[src/hw/pmrc_pkg.sv]
package pmrc_pkg;
  // register offsets on the plain port
  localparam logic [7:0] ADDR_POWER_CONTROL  = 8'h87;
  localparam logic [7:0] ADDR_INT_OSC_CTRL   = 8'hb2;
  localparam logic [7:0] ADDR_REGULATOR_CTRL = 8'hc9;
  localparam logic [7:0] ADDR_RESET_SOURCE   = 8'hef;
  localparam logic [7:0] ADDR_SUPPLY_MON     = 8'hff;
  // field positions
  localparam int BIT_IDLE          = 0;
  localparam int BIT_STOP          = 1;
  localparam int BIT_GF_LO         = 2;
  localparam int BIT_GF_HI         = 7;
  localparam int BIT_SUSPEND       = 5;
  localparam int BIT_STOP_OFF      = 0;
  localparam int BIT_PIN_FLAG      = 0;
  localparam int BIT_POWER_ON_FLAG = 1;
  localparam int BIT_MCD_FLAG      = 2;
  localparam int BIT_SW_FLAG       = 4;
  localparam int BIT_MON_EN        = 7;
  localparam int BIT_MON_STAT      = 6;
  // reset values
  localparam logic [7:0] RST_POWER_CONTROL = 8'h00;
  localparam logic [7:0] RST_BYTE          = 8'h00;
  localparam logic [7:0] PORT_LATCH_RESET  = 8'hff;
  localparam logic [15:0] RESET_VECTOR     = 16'h0000;
  localparam int WDT_DIVIDE                = 12;
  // timing
  localparam int CLK_MHZ             = 100;
  localparam int POR_DELAY_US        = 300;
  localparam int POR_DELAY_CYCLES    = POR_DELAY_US * CLK_MHZ;
  localparam int MCD_TIMEOUT_US      = 100;
  localparam int MCD_TIMEOUT_CYCLES  = MCD_TIMEOUT_US * CLK_MHZ;
  localparam int OSC_START_CYCLES    = 4;

  typedef enum logic [4:0] {
    PMRC_RESET   = 5'h01,
    PMRC_RUN     = 5'h02,
    PMRC_IDLE    = 5'h04,
    PMRC_STOP    = 5'h08,
    PMRC_SUSPEND = 5'h10
  } pmrc_state_t;
endpackage

[src/hw/pmrc_top.sv]
// Implementation choice: the strobed register port.
`timescale 1ns/1ps
// Notes on behaviour
// stop select write enters stop right after the write cycle
// stop halts internal oscillator, core and digital peripheral clocks; external oscillator untouched
// stop ends only by reset; restart at address zero
// enabled missing clock detector resets and ends stop; software disables it first
// regulator on in stop unless stop-off set; then only pin or power cycle resets
// suspend bit halts core and fast oscillator; contents kept
// in suspend only port match and timer 3 on slow or external clock run
// port match, timer 3 overflow, enabled comparator low or reset ends suspend
// non-reset wake resumes next instruction; configured interrupt then serviced
// reset ending suspend restarts at address zero
// general flags 7:2 read-write; stop and idle read zero; resets zero
// idle gates only the core clock; peripherals keep clocks
// reset halts core, loads register reset values, forces ports, disables interrupts and timers
// reset keeps data memory but the stack pointer is reinitialised
// port latches 0xff open-drain, weak pull-ups on during and after reset
// power-on and monitor resets drive reset pin low until reset exits
// reset exit clears program counter, internal osc, watchdog at clock/12, start zero
// power-on delay after supply passes threshold before reset release
// power-on flag set on power-on or monitor reset exit, cleared by others
// monitor enabled by power-on; its enable survives other resets
// supply low holds reset with pin low; no power-on delay afterwards
// software enables monitor, waits, then writes power-on flag to select it
// enabled interrupt or reset ends idle; interrupt wake clears idle
// missing clock detector resets when clock still over 100 us
// wake restarts the oscillator before the core clock is enabled again
module pmrc_top #(
  parameter int POR_CYCLES = pmrc_pkg::POR_DELAY_CYCLES,
  parameter int MCD_CYCLES = pmrc_pkg::MCD_TIMEOUT_CYCLES,
  parameter int OSC_CYCLES = pmrc_pkg::OSC_START_CYCLES
) (
  // clock and reset
  input  wire logic        SYS_CLK_I,
  input  wire logic        RSTN_I,
  // register port
  input  wire logic [7:0]  ADDR_I,
  input  wire logic [7:0]  WDATA_I,
  input  wire logic        WR_I,
  input  wire logic        RD_I,
  output logic      [7:0]  RDATA_O,
  // supply and reset pin
  input  wire logic        POWER_GOOD_I,
  input  wire logic        SUPPLY_ABOVE_I,
  input  wire logic        RST_PIN_N_I,
  output logic             RST_PIN_N_O,
  output logic             RST_PIN_OE_O,
  // clock monitor: level of the watched system clock
  input  wire logic        MON_CLK_LEVEL_I,
  // wake sources
  input  wire logic        PORT_MATCH_I,
  input  wire logic        TIMER3_OVF_I,
  input  wire logic        TIMER3_SLOW_CLK_I,
  input  wire logic        COMP_OUT_I,
  input  wire logic        COMP_WAKE_EN_I,
  input  wire logic        IRQ_PENDING_I,
  // clock and core control
  output logic             INT_OSC_EN_O,
  output logic             CORE_CLK_EN_O,
  output logic             PERIPH_CLK_EN_O,
  output logic             TIMER3_CLK_EN_O,
  output logic             PORT_MATCH_EN_O,
  output logic             REGULATOR_ON_O,
  output logic             SYS_RESET_O,
  output logic             WDT_EN_O,
  output logic             WDT_TICK_O,
  output logic      [15:0] PC_START_O,
  output logic             WAKE_IRQ_O,
  // port defaults
  output logic      [7:0]  PORT_LATCH_O,
  output logic             PORT_OPEN_DRAIN_O,
  output logic             WEAK_PULLUP_EN_O
);
  localparam int PW = $clog2(POR_CYCLES + 1);
  localparam int MW = $clog2(MCD_CYCLES + 1);
  localparam int OW = $clog2(OSC_CYCLES + 1);
  localparam logic [7:0] SYNC_IDLE = 8'h44; // reset pin and comparator rest high

  logic        rst_s1_reg, rst_n;
  logic [7:0]  sync_a_reg, sync_b_reg;
  logic        pg, sup, pin_n, mon_clk, pm_s, t3_s, cmp_s, irq_s;

  // reset release through two flops
  always_ff @(posedge SYS_CLK_I or negedge RSTN_I)
  begin
    if (!RSTN_I)
    begin
      rst_s1_reg <= 1'b0;
      rst_n      <= 1'b0;
    end
    else
    begin
      rst_s1_reg <= 1'b1;
      rst_n      <= rst_s1_reg;
    end
  end

  // pin synchronisers; only the second stage is read
  always_ff @(posedge SYS_CLK_I or negedge rst_n)
  begin
    if (!rst_n)
    begin
      sync_a_reg <= SYNC_IDLE;
      sync_b_reg <= SYNC_IDLE;
    end
    else
    begin
      sync_a_reg <= {IRQ_PENDING_I, COMP_OUT_I, TIMER3_OVF_I, PORT_MATCH_I,
                     MON_CLK_LEVEL_I, RST_PIN_N_I, SUPPLY_ABOVE_I, POWER_GOOD_I};
      sync_b_reg <= sync_a_reg;
    end
  end
  assign {irq_s, cmp_s, t3_s, pm_s, mon_clk, pin_n, sup, pg} = sync_b_reg;

  pmrc_pkg::pmrc_state_t state_reg, state_next;
  logic [5:0]   general_flags;
  logic         regulator_stop_off;
  logic         supply_monitor_enable;
  logic         mon_sel_reg;
  logic         mcd_en_reg;
  logic         power_on_flag, pin_flag, mcd_flag, sw_flag;
  logic [PW-1:0] por_cnt_reg;
  logic [MW-1:0] mcd_cnt_reg;
  logic [OW-1:0] osc_cnt_reg;
  logic [3:0]   wdt_div_reg;
  logic         mon_last_reg;
  logic         por_hold, mon_low, mcd_fire, sw_fire, rst_req;
  logic         wake_sus, osc_ready, in_reset, reg_dead;
  logic         wr_pc, wr_osc, wr_reg, wr_src, wr_mon;

  function automatic logic hit(input logic [7:0] a, input logic [7:0] off);
    hit = (a == off);
  endfunction

  assign wr_pc  = WR_I && hit(ADDR_I, pmrc_pkg::ADDR_POWER_CONTROL);
  assign wr_osc = WR_I && hit(ADDR_I, pmrc_pkg::ADDR_INT_OSC_CTRL);
  assign wr_reg = WR_I && hit(ADDR_I, pmrc_pkg::ADDR_REGULATOR_CTRL);
  assign wr_src = WR_I && hit(ADDR_I, pmrc_pkg::ADDR_RESET_SOURCE);
  assign wr_mon = WR_I && hit(ADDR_I, pmrc_pkg::ADDR_SUPPLY_MON);

  // a regulator shut down in stop leaves only the pin and power-good alive
  assign reg_dead = (state_reg == pmrc_pkg::PMRC_STOP) && regulator_stop_off;
  assign mon_low  = supply_monitor_enable && mon_sel_reg && !sup && !reg_dead;
  assign mcd_fire = mcd_en_reg && (mcd_cnt_reg >= MW'(MCD_CYCLES)) && !reg_dead;
  assign sw_fire  = wr_src && WDATA_I[pmrc_pkg::BIT_SW_FLAG];
  assign por_hold = !pg || (por_cnt_reg != '0);
  assign rst_req  = por_hold || mon_low || !pin_n || mcd_fire || sw_fire;
  assign in_reset = state_reg == pmrc_pkg::PMRC_RESET;

  // power-on delay: runs only after power-good, never after a monitor drop
  always_ff @(posedge SYS_CLK_I or negedge rst_n)
  begin
    if (!rst_n)
      por_cnt_reg <= PW'(POR_CYCLES);
    else if (!pg)
      por_cnt_reg <= PW'(POR_CYCLES);
    else if (por_cnt_reg != '0)
      por_cnt_reg <= por_cnt_reg - PW'(1);
  end

  // missing clock detector: counts cycles with the watched clock at one level
  always_ff @(posedge SYS_CLK_I or negedge rst_n)
  begin
    if (!rst_n)
    begin
      mcd_cnt_reg  <= '0;
      mon_last_reg <= 1'b0;
    end
    else
    begin
      mon_last_reg <= mon_clk;
      if (in_reset || mon_clk != mon_last_reg)
        mcd_cnt_reg <= '0;
      else if (mcd_cnt_reg < MW'(MCD_CYCLES))
        mcd_cnt_reg <= mcd_cnt_reg + MW'(1);
    end
  end

  // oscillator restart counter; core clock waits for it
  assign osc_ready = osc_cnt_reg == '0;
  always_ff @(posedge SYS_CLK_I or negedge rst_n)
  begin
    if (!rst_n)
      osc_cnt_reg <= OW'(OSC_CYCLES);
    else if (state_reg == pmrc_pkg::PMRC_STOP || state_reg == pmrc_pkg::PMRC_SUSPEND || in_reset)
      osc_cnt_reg <= OW'(OSC_CYCLES);
    else if (!osc_ready)
      osc_cnt_reg <= osc_cnt_reg - OW'(1);
  end

  assign wake_sus = pm_s || t3_s || (COMP_WAKE_EN_I && !cmp_s);

  always_comb
  begin
    state_next = state_reg;
    case (state_reg)
      pmrc_pkg::PMRC_RESET:   if (!rst_req) state_next = pmrc_pkg::PMRC_RUN;
      pmrc_pkg::PMRC_RUN:
        if (rst_req)
          state_next = pmrc_pkg::PMRC_RESET;
        else if (wr_pc && WDATA_I[pmrc_pkg::BIT_STOP])
          state_next = pmrc_pkg::PMRC_STOP;
        else if (wr_pc && WDATA_I[pmrc_pkg::BIT_IDLE])
          state_next = pmrc_pkg::PMRC_IDLE;
        else if (wr_osc && WDATA_I[pmrc_pkg::BIT_SUSPEND])
          state_next = pmrc_pkg::PMRC_SUSPEND;
      pmrc_pkg::PMRC_IDLE:
        if (rst_req)
          state_next = pmrc_pkg::PMRC_RESET;
        else if (irq_s)
          state_next = pmrc_pkg::PMRC_RUN;
      pmrc_pkg::PMRC_STOP:
        if (rst_req)
          state_next = pmrc_pkg::PMRC_RESET;
      pmrc_pkg::PMRC_SUSPEND:
        if (rst_req)
          state_next = pmrc_pkg::PMRC_RESET;
        else if (wake_sus)
          state_next = pmrc_pkg::PMRC_RUN;
      default: state_next = pmrc_pkg::PMRC_RESET;
    endcase
  end

  always_ff @(posedge SYS_CLK_I or negedge rst_n)
  begin
    if (!rst_n)
      state_reg <= pmrc_pkg::PMRC_RESET;
    else
      state_reg <= state_next;
  end

  // power control flags: plain storage, reset in any reset state
  always_ff @(posedge SYS_CLK_I or negedge rst_n)
  begin
    if (!rst_n)
      general_flags <= pmrc_pkg::RST_POWER_CONTROL[pmrc_pkg::BIT_GF_HI:pmrc_pkg::BIT_GF_LO];
    else if (in_reset)
      general_flags <= pmrc_pkg::RST_POWER_CONTROL[pmrc_pkg::BIT_GF_HI:pmrc_pkg::BIT_GF_LO];
    else if (wr_pc)
      general_flags <= WDATA_I[pmrc_pkg::BIT_GF_HI:pmrc_pkg::BIT_GF_LO];
  end

  always_ff @(posedge SYS_CLK_I or negedge rst_n)
  begin
    if (!rst_n)
      regulator_stop_off <= 1'b0;
    else if (in_reset)
      regulator_stop_off <= 1'b0;
    else if (wr_reg)
      regulator_stop_off <= WDATA_I[pmrc_pkg::BIT_STOP_OFF];
  end

  // monitor enable is only forced on by power-on; other resets leave it
  always_ff @(posedge SYS_CLK_I or negedge rst_n)
  begin
    if (!rst_n)
      supply_monitor_enable <= 1'b1;
    else if (!pg)
      supply_monitor_enable <= 1'b1;
    else if (wr_mon)
      supply_monitor_enable <= WDATA_I[pmrc_pkg::BIT_MON_EN];
  end

  // monitor as reset source; software enables monitor before selecting it
  always_ff @(posedge SYS_CLK_I or negedge rst_n)
  begin
    if (!rst_n)
      mon_sel_reg <= 1'b1;
    else if (!pg)
      mon_sel_reg <= 1'b1;
    else if (wr_src)
      mon_sel_reg <= WDATA_I[pmrc_pkg::BIT_POWER_ON_FLAG];
  end

  always_ff @(posedge SYS_CLK_I or negedge rst_n)
  begin
    if (!rst_n)
      mcd_en_reg <= 1'b0;
    else if (in_reset)
      mcd_en_reg <= 1'b0;
    else if (wr_src)
      mcd_en_reg <= WDATA_I[pmrc_pkg::BIT_MCD_FLAG];
  end

  // source flags are latched when a reset request arrives outside reset and hold once released
  always_ff @(posedge SYS_CLK_I or negedge rst_n)
  begin
    if (!rst_n)
    begin
      power_on_flag <= 1'b1;
      pin_flag      <= 1'b0;
      mcd_flag      <= 1'b0;
      sw_flag       <= 1'b0;
    end
    else if (rst_req && !in_reset)
    begin
      power_on_flag <= por_hold || mon_low;
      pin_flag      <= !pin_n;
      mcd_flag      <= mcd_fire;
      sw_flag       <= sw_fire;
    end
    else if (in_reset && (por_hold || mon_low))
      power_on_flag <= 1'b1;
  end

  // read data one cycle after the strobe; unmapped reads zero
  always_ff @(posedge SYS_CLK_I or negedge rst_n)
  begin
    if (!rst_n)
      RDATA_O <= pmrc_pkg::RST_BYTE;
    else if (RD_I)
    begin
      RDATA_O <= pmrc_pkg::RST_BYTE;
      case (ADDR_I)
        pmrc_pkg::ADDR_POWER_CONTROL:
          RDATA_O[pmrc_pkg::BIT_GF_HI:pmrc_pkg::BIT_GF_LO] <= general_flags;
        pmrc_pkg::ADDR_REGULATOR_CTRL:
          RDATA_O[pmrc_pkg::BIT_STOP_OFF] <= regulator_stop_off;
        pmrc_pkg::ADDR_RESET_SOURCE:
        begin
          RDATA_O[pmrc_pkg::BIT_PIN_FLAG]      <= pin_flag;
          RDATA_O[pmrc_pkg::BIT_POWER_ON_FLAG] <= power_on_flag;
          RDATA_O[pmrc_pkg::BIT_MCD_FLAG]      <= mcd_flag || mcd_en_reg;
          RDATA_O[pmrc_pkg::BIT_SW_FLAG]       <= sw_flag;
        end
        pmrc_pkg::ADDR_SUPPLY_MON:
        begin
          RDATA_O[pmrc_pkg::BIT_MON_EN]   <= supply_monitor_enable;
          RDATA_O[pmrc_pkg::BIT_MON_STAT] <= sup;
        end
        default: RDATA_O <= pmrc_pkg::RST_BYTE;
      endcase
    end
  end

  // watchdog tick at system clock / 12
  always_ff @(posedge SYS_CLK_I or negedge rst_n)
  begin
    if (!rst_n)
    begin
      wdt_div_reg <= 4'h0;
      WDT_TICK_O  <= 1'b0;
    end
    else if (in_reset || wdt_div_reg == 4'(pmrc_pkg::WDT_DIVIDE - 1))
    begin
      wdt_div_reg <= 4'h0;
      WDT_TICK_O  <= !in_reset && WDT_EN_O;
    end
    else
    begin
      wdt_div_reg <= wdt_div_reg + 4'h1;
      WDT_TICK_O  <= 1'b0;
    end
  end

  // registered control outputs
  always_ff @(posedge SYS_CLK_I or negedge rst_n)
  begin
    if (!rst_n)
    begin
      SYS_RESET_O       <= 1'b1;
      RST_PIN_N_O       <= 1'b0;
      RST_PIN_OE_O      <= 1'b1;
      INT_OSC_EN_O      <= 1'b1;
      CORE_CLK_EN_O     <= 1'b0;
      PERIPH_CLK_EN_O   <= 1'b0;
      TIMER3_CLK_EN_O   <= 1'b0;
      PORT_MATCH_EN_O   <= 1'b0;
      REGULATOR_ON_O    <= 1'b1;
      WDT_EN_O          <= 1'b0;
      PC_START_O        <= pmrc_pkg::RESET_VECTOR;
      WAKE_IRQ_O        <= 1'b0;
      PORT_LATCH_O      <= pmrc_pkg::PORT_LATCH_RESET;
      PORT_OPEN_DRAIN_O <= 1'b1;
      WEAK_PULLUP_EN_O  <= 1'b1;
    end
    else
    begin
      SYS_RESET_O      <= state_next == pmrc_pkg::PMRC_RESET;
      RST_PIN_N_O      <= 1'b0;
      RST_PIN_OE_O     <= state_next == pmrc_pkg::PMRC_RESET && (por_hold || mon_low);
      INT_OSC_EN_O     <= state_next != pmrc_pkg::PMRC_STOP && state_next != pmrc_pkg::PMRC_SUSPEND;
      CORE_CLK_EN_O    <= state_next == pmrc_pkg::PMRC_RUN && osc_ready;
      PERIPH_CLK_EN_O  <= (state_next == pmrc_pkg::PMRC_RUN || state_next == pmrc_pkg::PMRC_IDLE)
                          && osc_ready;
      TIMER3_CLK_EN_O  <= state_next != pmrc_pkg::PMRC_RESET && state_next != pmrc_pkg::PMRC_STOP
                          && (state_next != pmrc_pkg::PMRC_SUSPEND || TIMER3_SLOW_CLK_I);
      PORT_MATCH_EN_O  <= state_next != pmrc_pkg::PMRC_RESET && state_next != pmrc_pkg::PMRC_STOP;
      REGULATOR_ON_O   <= !(state_next == pmrc_pkg::PMRC_STOP && regulator_stop_off);
      WDT_EN_O         <= WDT_EN_O || in_reset;
      PC_START_O       <= pmrc_pkg::RESET_VECTOR;
      // pulse tells the core to service the wake interrupt on resume
      WAKE_IRQ_O       <= state_reg == pmrc_pkg::PMRC_SUSPEND && state_next == pmrc_pkg::PMRC_RUN
                          && (pm_s || t3_s);
      PORT_LATCH_O     <= pmrc_pkg::PORT_LATCH_RESET;
      PORT_OPEN_DRAIN_O <= 1'b1;
      WEAK_PULLUP_EN_O <= 1'b1;
    end
  end
endmodule

[config.mk]
export PLATFORM = sky130hd
export DESIGN_NAME = pmrc_top
export DESIGN_NICKNAME = d
export VERILOG_FILES = /design/src/hw/pmrc_pkg.sv /design/src/hw/pmrc_top.sv
export SDC_FILE = /design/constraint.sdc
export NUM_CORES = 1
export LEC_CHECK = 0
export ABC_AREA = 1
export BUFFER_PORTS_ARGS = -buffer_cell sky130_fd_sc_hd__buf_2
export CAP_MARGIN = 10
export CORE_MARGIN = 2
export CORE_UTILIZATION = 40
export CTS_BUF_LIST = sky130_fd_sc_hd__clkbuf_2
export DETAILED_ROUTE_END_ITERATION = 16
export GPL_ROUTABILITY_DRIVEN = 0
export PLACE_DENSITY = 0.64
export SLEW_MARGIN = 15
export SYNTH_ARGS = -nofsm -noshare
export SYNTH_HDL_FRONTEND = slang
export SYNTH_SLANG_ARGS = --single-unit
[constraint.sdc]
create_clock -name SYS_CLK_I -period 3.6 [get_ports SYS_CLK_I]
set_input_delay 0.36 -clock SYS_CLK_I [delete_from_list [all_inputs] [get_ports SYS_CLK_I]]
set_output_delay 0.36 -clock SYS_CLK_I [all_outputs]
set_load 0.05 [all_outputs]
# Word-level counts from Yosys, hierarchy flattened
# Index checks and enable logic that the tools add are counted.
op_classes:
  addsub: 4
  n_reduce_logical: 57
  shifts: 0
  magnitude_cmp: 2
  div: 0
  mul: 0
  n_mux: 38
  eq_ne: 23
  n_bitwise: 0
ops:
  columns: ["operator", "count"]
  rows:
  - ["two-way mux 5 bit", 10]
  - ["== test 8 bit, second input constant", 5]
  - ["two-way mux 15 bit", 2]
  - ["logical AND 1 bit", 28]
  - ["two-way mux 14 bit", 2]
  - ["case mux 5 bit (5 select lines)", 1]
  - ["logical OR 1 bit", 15]
  - ["nonzero test 15 bit", 1]
  - ["subtractor 15 x 1 -> 15 bit, second input constant", 1]
  - ["adder 14 x 1 -> 14 bit, second input constant", 1]
  - ["greater-or-equal comparator 14 bit, second input constant", 1]
  - ["less-than comparator 14 bit, second input constant", 1]
  - ["two-way mux 1 bit", 14]
  - ["two-way mux 6 bit", 2]
  - ["== test 5 x 1 -> 1 bit, second input constant", 2]
  - ["== test 5 x 2 -> 1 bit, second input constant", 2]
  - ["== test 5 x 3 -> 1 bit, second input constant", 2]
  - ["== test 5 x 4 -> 1 bit, second input constant", 2]
  - ["nonzero test 2 bit", 5]
  - ["!= test 2 x 1 -> 1 bit, second input constant", 4]
  - ["zero test 1 bit", 7]
  - ["two-way mux 3 bit", 2]
  - ["case mux 1 bit (2 select lines)", 3]
  - ["== test 5 bit, second input constant", 1]
  - ["other kinds (10)", 10]
word_totals:
  mem_count: 0
  latchBits: 0
  out_inout_bits: 46
  ramBits: 0
  romBits: 0
  inputBits: 30
  elab_cells: 155
  reg_bits: 93

# Depth between registers and ports, before layout
logic_depth:
  depth_word: 13
  depth_mapped: 12

# Worst setup path after synthesis
# Ideal clock, no wire load.
synth_timing:
  path_type: "flip-flop to flip-flop"
  startpoint: "reg por_cnt_reg[0]"
  endpoint: "reg TIMER3_CLK_EN_O"
  slack_ps: 2035
  path_stages_with_launch: 12
  setup_ps: 118
  period_less_slack_ps: 1565
  path_buffers: 0
  arrival_time_ps: 1448
  t_required_ps: 3482
  cell_sequence: "dfrtp_1 inv_1 ha_1 nand2_1 inv_1 nand3_2 nor2_4 nand4_2 nor2_4 nand2_2 nor2_1 nor2_2"
synth_between:
  elab_chain_cells: 11
  elab_cells_between_ends: 18
  cone_classes: "eq/ne (3); mux (6); reduce/logical (9)"
synth_rtl:
  columns: ["item", "line", "text"]
  rows:
  - ["start, declared", "pmrc_top.sv:123", "logic [PW-1:0] por_cnt_reg;"]
  - ["start signal, assigned", "pmrc_top.sv:155", "por_cnt_reg <= PW'(POR_CYCLES);"]
  - ["start signal, assigned", "pmrc_top.sv:157", "por_cnt_reg <= PW'(POR_CYCLES);"]
  - ["start signal, assigned", "pmrc_top.sv:159", "por_cnt_reg <= por_cnt_reg - PW'(1);"]
  - ["nonzero test 15 bit (*)", "pmrc_top.sv:147", "assign por_hold = !pg || (por_cnt_reg != '0);"]
  - ["logical OR 1 bit (*)", "pmrc_top.sv:147", null]
  - ["logical OR 1 bit (*) (4 in series)", "pmrc_top.sv:148", "assign rst_req = por_hold || mon_low || !pin_n || mcd_fire || sw_fire;"]
  - ["two-way mux 5 bit (on tied branches)", null, null]
  - ["case mux 5 bit (5 select lines) (*)", "pmrc_top.sv:197", "case (state_reg)"]
  - ["!= test 5 x 1 -> 1 bit (tied with other cells)", "pmrc_top.sv:387", "TIMER3_CLK_EN_O <= state_next != pmrc_pkg::PMRC_RESET && state_next != pmrc_pkg::PMRC_STOP"]
  - ["logical AND 1 bit or logical OR 1 bit (tied branches)", "pmrc_top.sv:387, pmrc_top.sv:388", null]
  - ["logical AND 1 bit (*)", "pmrc_top.sv:388", "&& (state_next != pmrc_pkg::PMRC_SUSPEND || TIMER3_SLOW_CLK_I);"]
  - ["end signal, assigned", "pmrc_top.sv:387", null]
  - ["end, declared", "pmrc_top.sv:62", "output logic TIMER3_CLK_EN_O,"]
# Mark *: on every way between the ends. The rest lies on a longest branch, timed or not.
# A chain may end at the register's enable or synchronous reset.

# Worst setup path in the final report
layout_timing:
  startpoint: "reg mon_last_reg"
  endpoint: "reg mcd_cnt_reg[7]"
layout_between:
  elab_chain_cells: 3
  elab_cells_between_ends: 4
  cone_classes: "eq/ne (1); mux (1); reduce/logical (2)"
layout_rtl:
  columns: ["item", "line", "text"]
  rows:
  - ["start, declared", "pmrc_top.sv:127", "logic mon_last_reg;"]
  - ["start signal, assigned", "pmrc_top.sv:172", "mon_last_reg <= mon_clk;"]
  - ["!= test 1 bit (*)", "pmrc_top.sv:173", "if (in_reset || mon_clk != mon_last_reg)"]
  - ["logical OR 1 bit (*)", "pmrc_top.sv:173", null]
  - ["two-way mux 14 bit or nonzero test 2 bit (tied branches)", null, null]
  - ["end signal, assigned", "pmrc_top.sv:176", "mcd_cnt_reg <= mcd_cnt_reg + MW'(1);"]
  - ["end, declared", "pmrc_top.sv:124", "logic [MW-1:0] mcd_cnt_reg;"]
# Marks and branches as above.

==> results.cfg <==
[drt]
routed_wl_um = 9500
drt_pass1_iterations = 5
route.detailed.drc = 0
ant_nets = 0
wl_per_cell_um = 12.6
vias_per_cell = 4.73
vias = 3570
initialDrtViolationCount = 210

[clock_tree]
clk_pin_slew_ps = 270
post_cts_buffers = 0
post_cts_resized = 0
cts_tree = yes
cts_hold_buf = 14
insertion_delay_ps = 580
cts_root_buf = clkbuf_2
cts_made_buffers = 9
clock_path_buffers = 2
clkSinkCount = 93
cts-htree-levels = 3

[sta]
period_needed_ps = 1910
rsz0062_at_grt = false
clock_skew_ps = 34.0
slew_headroom_pct = 55.5
worst_pin_slew_ps = 667
fin_tns_setup_ps = 0
period_share_pct = 53.0
setup_viol = 0
hold_viol = 0
slew_viol_final = 0
max_freq_ghz = 0.524

[layout]
final_util_pct = 46.0
drive_gt1_share_pct = 22.4
final_nets = 644
fill_cells = 1107
layout_commonest_cell = nand2_1
largest_reg_flops = 15
area_growth_pct = 12.3
stdcell_count = 755
final_cell_mix = 87 x nand2_1, 78 x inv_1, 72 x dfrtp_1
num_antenna_cells = 0

[worst_hold_path]
worstHoldStart = WDATA_I[7]
hold_class = in2reg

[die]
io_pins = 76
num_rows = 39
dieArea_um2 = 12600
fp.dieH_um = 112
die_w_um = 112
start_util_pct = 40.9
core_area_um2 = 11400

[grt]
grt_first_pass_wirelength_um = 16200
grt_antenna_before_repair = 0
grt_max_degree = 87
overflow = 0
grt_pass1_vias = 3524
track_usage_pct = 15.8

[critical_path]
critPathMaxFanout = 14
crit_start = mon_last_reg
r2r-start = mon_last_reg
endpoint_kind = flop
startpoint_type = flop
cp.arrival_ps = 2410
worst_path_largest_cell_delay_ps = 500
cp_cell_sequence = or2_2, a21oi_2, nand2_2, nand2_1, o21ai_0, a21oi_1
worst_path_max_delay_cell = a21oi_2
cp.required_ps = 4100
worstSetupPathType = reg2reg

[pwr]
power.density_nw_per_um2 = 348
p_comb_share_pct = 10.7
p_leak_nw = 2.53
seq_power_share_pct = 60.4
max-vdd-ir-drop_mv = 0.202
clockPowerShare_pct = 28.9
swShare_pct = 29.1
switchingPower_mw = 0.531
intPower_mw = 1.29

[yosys]
syn_inst = 537
synth_top_area_share_pct = 39.1
synth.cell_area_um2 = 4670
synthTopCellsByArea = dfrtp_1 39%, dfstp_2 11%, nand2_1 7.0%
synth-edff-count = 0
ys_seq_area_share_pct = 50.3
synth_flop_cell = dfrtp_1
ys_ff_latch = 93
synth.distinct_cells = 44
ys_warn_count = 0
avgSynthCellArea_um2 = 8.70
synthArstFlopShare_pct = 100
synth_area_leader_cell = dfrtp_1

[placed_design]
dp.final_hpwl_um = 6990
dp_cells = 724
port_buffers = 48

[outcome]
run_status = complete, no violations

[job]
cap_violations = 0
## power groups by stage
stage	combinational, mW	sequential, mW	clock [mW]
final	0.196	1.10	0.527
after global placement	0.173	1.13	0
after CTS	0.186	1.11	0.544
after global routing	0.215	1.11	0.585
after detailed placement	0.174	1.13	0
after floorplan	0.147	1.13	0
## routing by layer
layer  GRT usage (%)  routed length, um
met5               0                  0
met4            5.37                111
met3            3.51                479
met2            24.2               4220
met1            22.2               4680
## worst paths after layout
path / slack [ps] / to / cells past startpoint
setup / recovery: 1690 / mcd_cnt_reg[7] / 6
hold / removal: 30 / general_flags[5] / 3
setup reg to reg: 1690 / mcd_cnt_reg[7] / 6
hold reg to reg: 350 / WDT_EN_O / 0
max in group asynchronous: 2460 / regulator_stop_off / 2
min in group asynchronous: 60 / rst_n / 2
## worst max-delay path, delay by kind of cell (launching register included)
kind            cells  cell delay (ps)
compound gates      3              750
flops               1              430
simple gates        3              670
## cell usage after synthesis (7+ instances only)
| master | count |
|---|---|
| a21oi_1 | 21 |
| nor2_4 | 8 |
| nand2_2 | 10 |
| nor3_1 | 15 |
| dfrtp_1 | 73 |
| buf_4 | 28 |
| dfstp_2 | 20 |
| nor2_2 | 8 |
| o21ai_0 | 37 |
| nand4_1 | 11 |
| nand3_1 | 31 |
| nand2_1 | 87 |
| inv_2 | 8 |
| nor2_1 | 47 |
| inv_1 | 78 |
| a31oi_1 | 7 |
| ha_1 | 7 |
## cell type report
| type | instances | area (um2) | area share (%) |
|---|---|---|---|
| Clock buffer | 12 | 60.1 | 1.14 |
| Clock inverter | 4 | 51.3 | 0.977 |
| Inverter | 88 | 330 | 6.29 |
| Multi-Input combinational cell | 351 | 1870 | 35.5 |
| Sequential cell | 93 | 2360 | 44.9 |
| Tap cell | 143 | 179 | 3.41 |
| Timing Repair Buffer | 64 | 408 | 7.77 |
## per-stage QoR
stage / hold WS (ps) / area [um2] / power [mW] / worst slack, ps
finish: 26.3 / 5250 / 1.83 / 1690
global route: 0.630 / 5250 / 1.91 / 1460
CTS: 3.24 / 5230 / 1.84 / 1700
detailed placement: 148 / 4980 / 1.30 / 1740
global placement: 144 / 4980 / 1.30 / 1790
floorplan: 64.4 / 4770 / 1.28 / 853
## cells by family after synthesis
group,Yosys count,synth area share [%]
adders and majority gates,7,1.87
DFF,93,50.3
other,2,0.161
and+or+nand+nor,235,25.9
buffers and inverters,119,11.8
xor gates and xnor gates,5,0.937
AOI/OAI and AO/OA,76,8.94
Note: power is estimated with default switching activity, not from simulation.
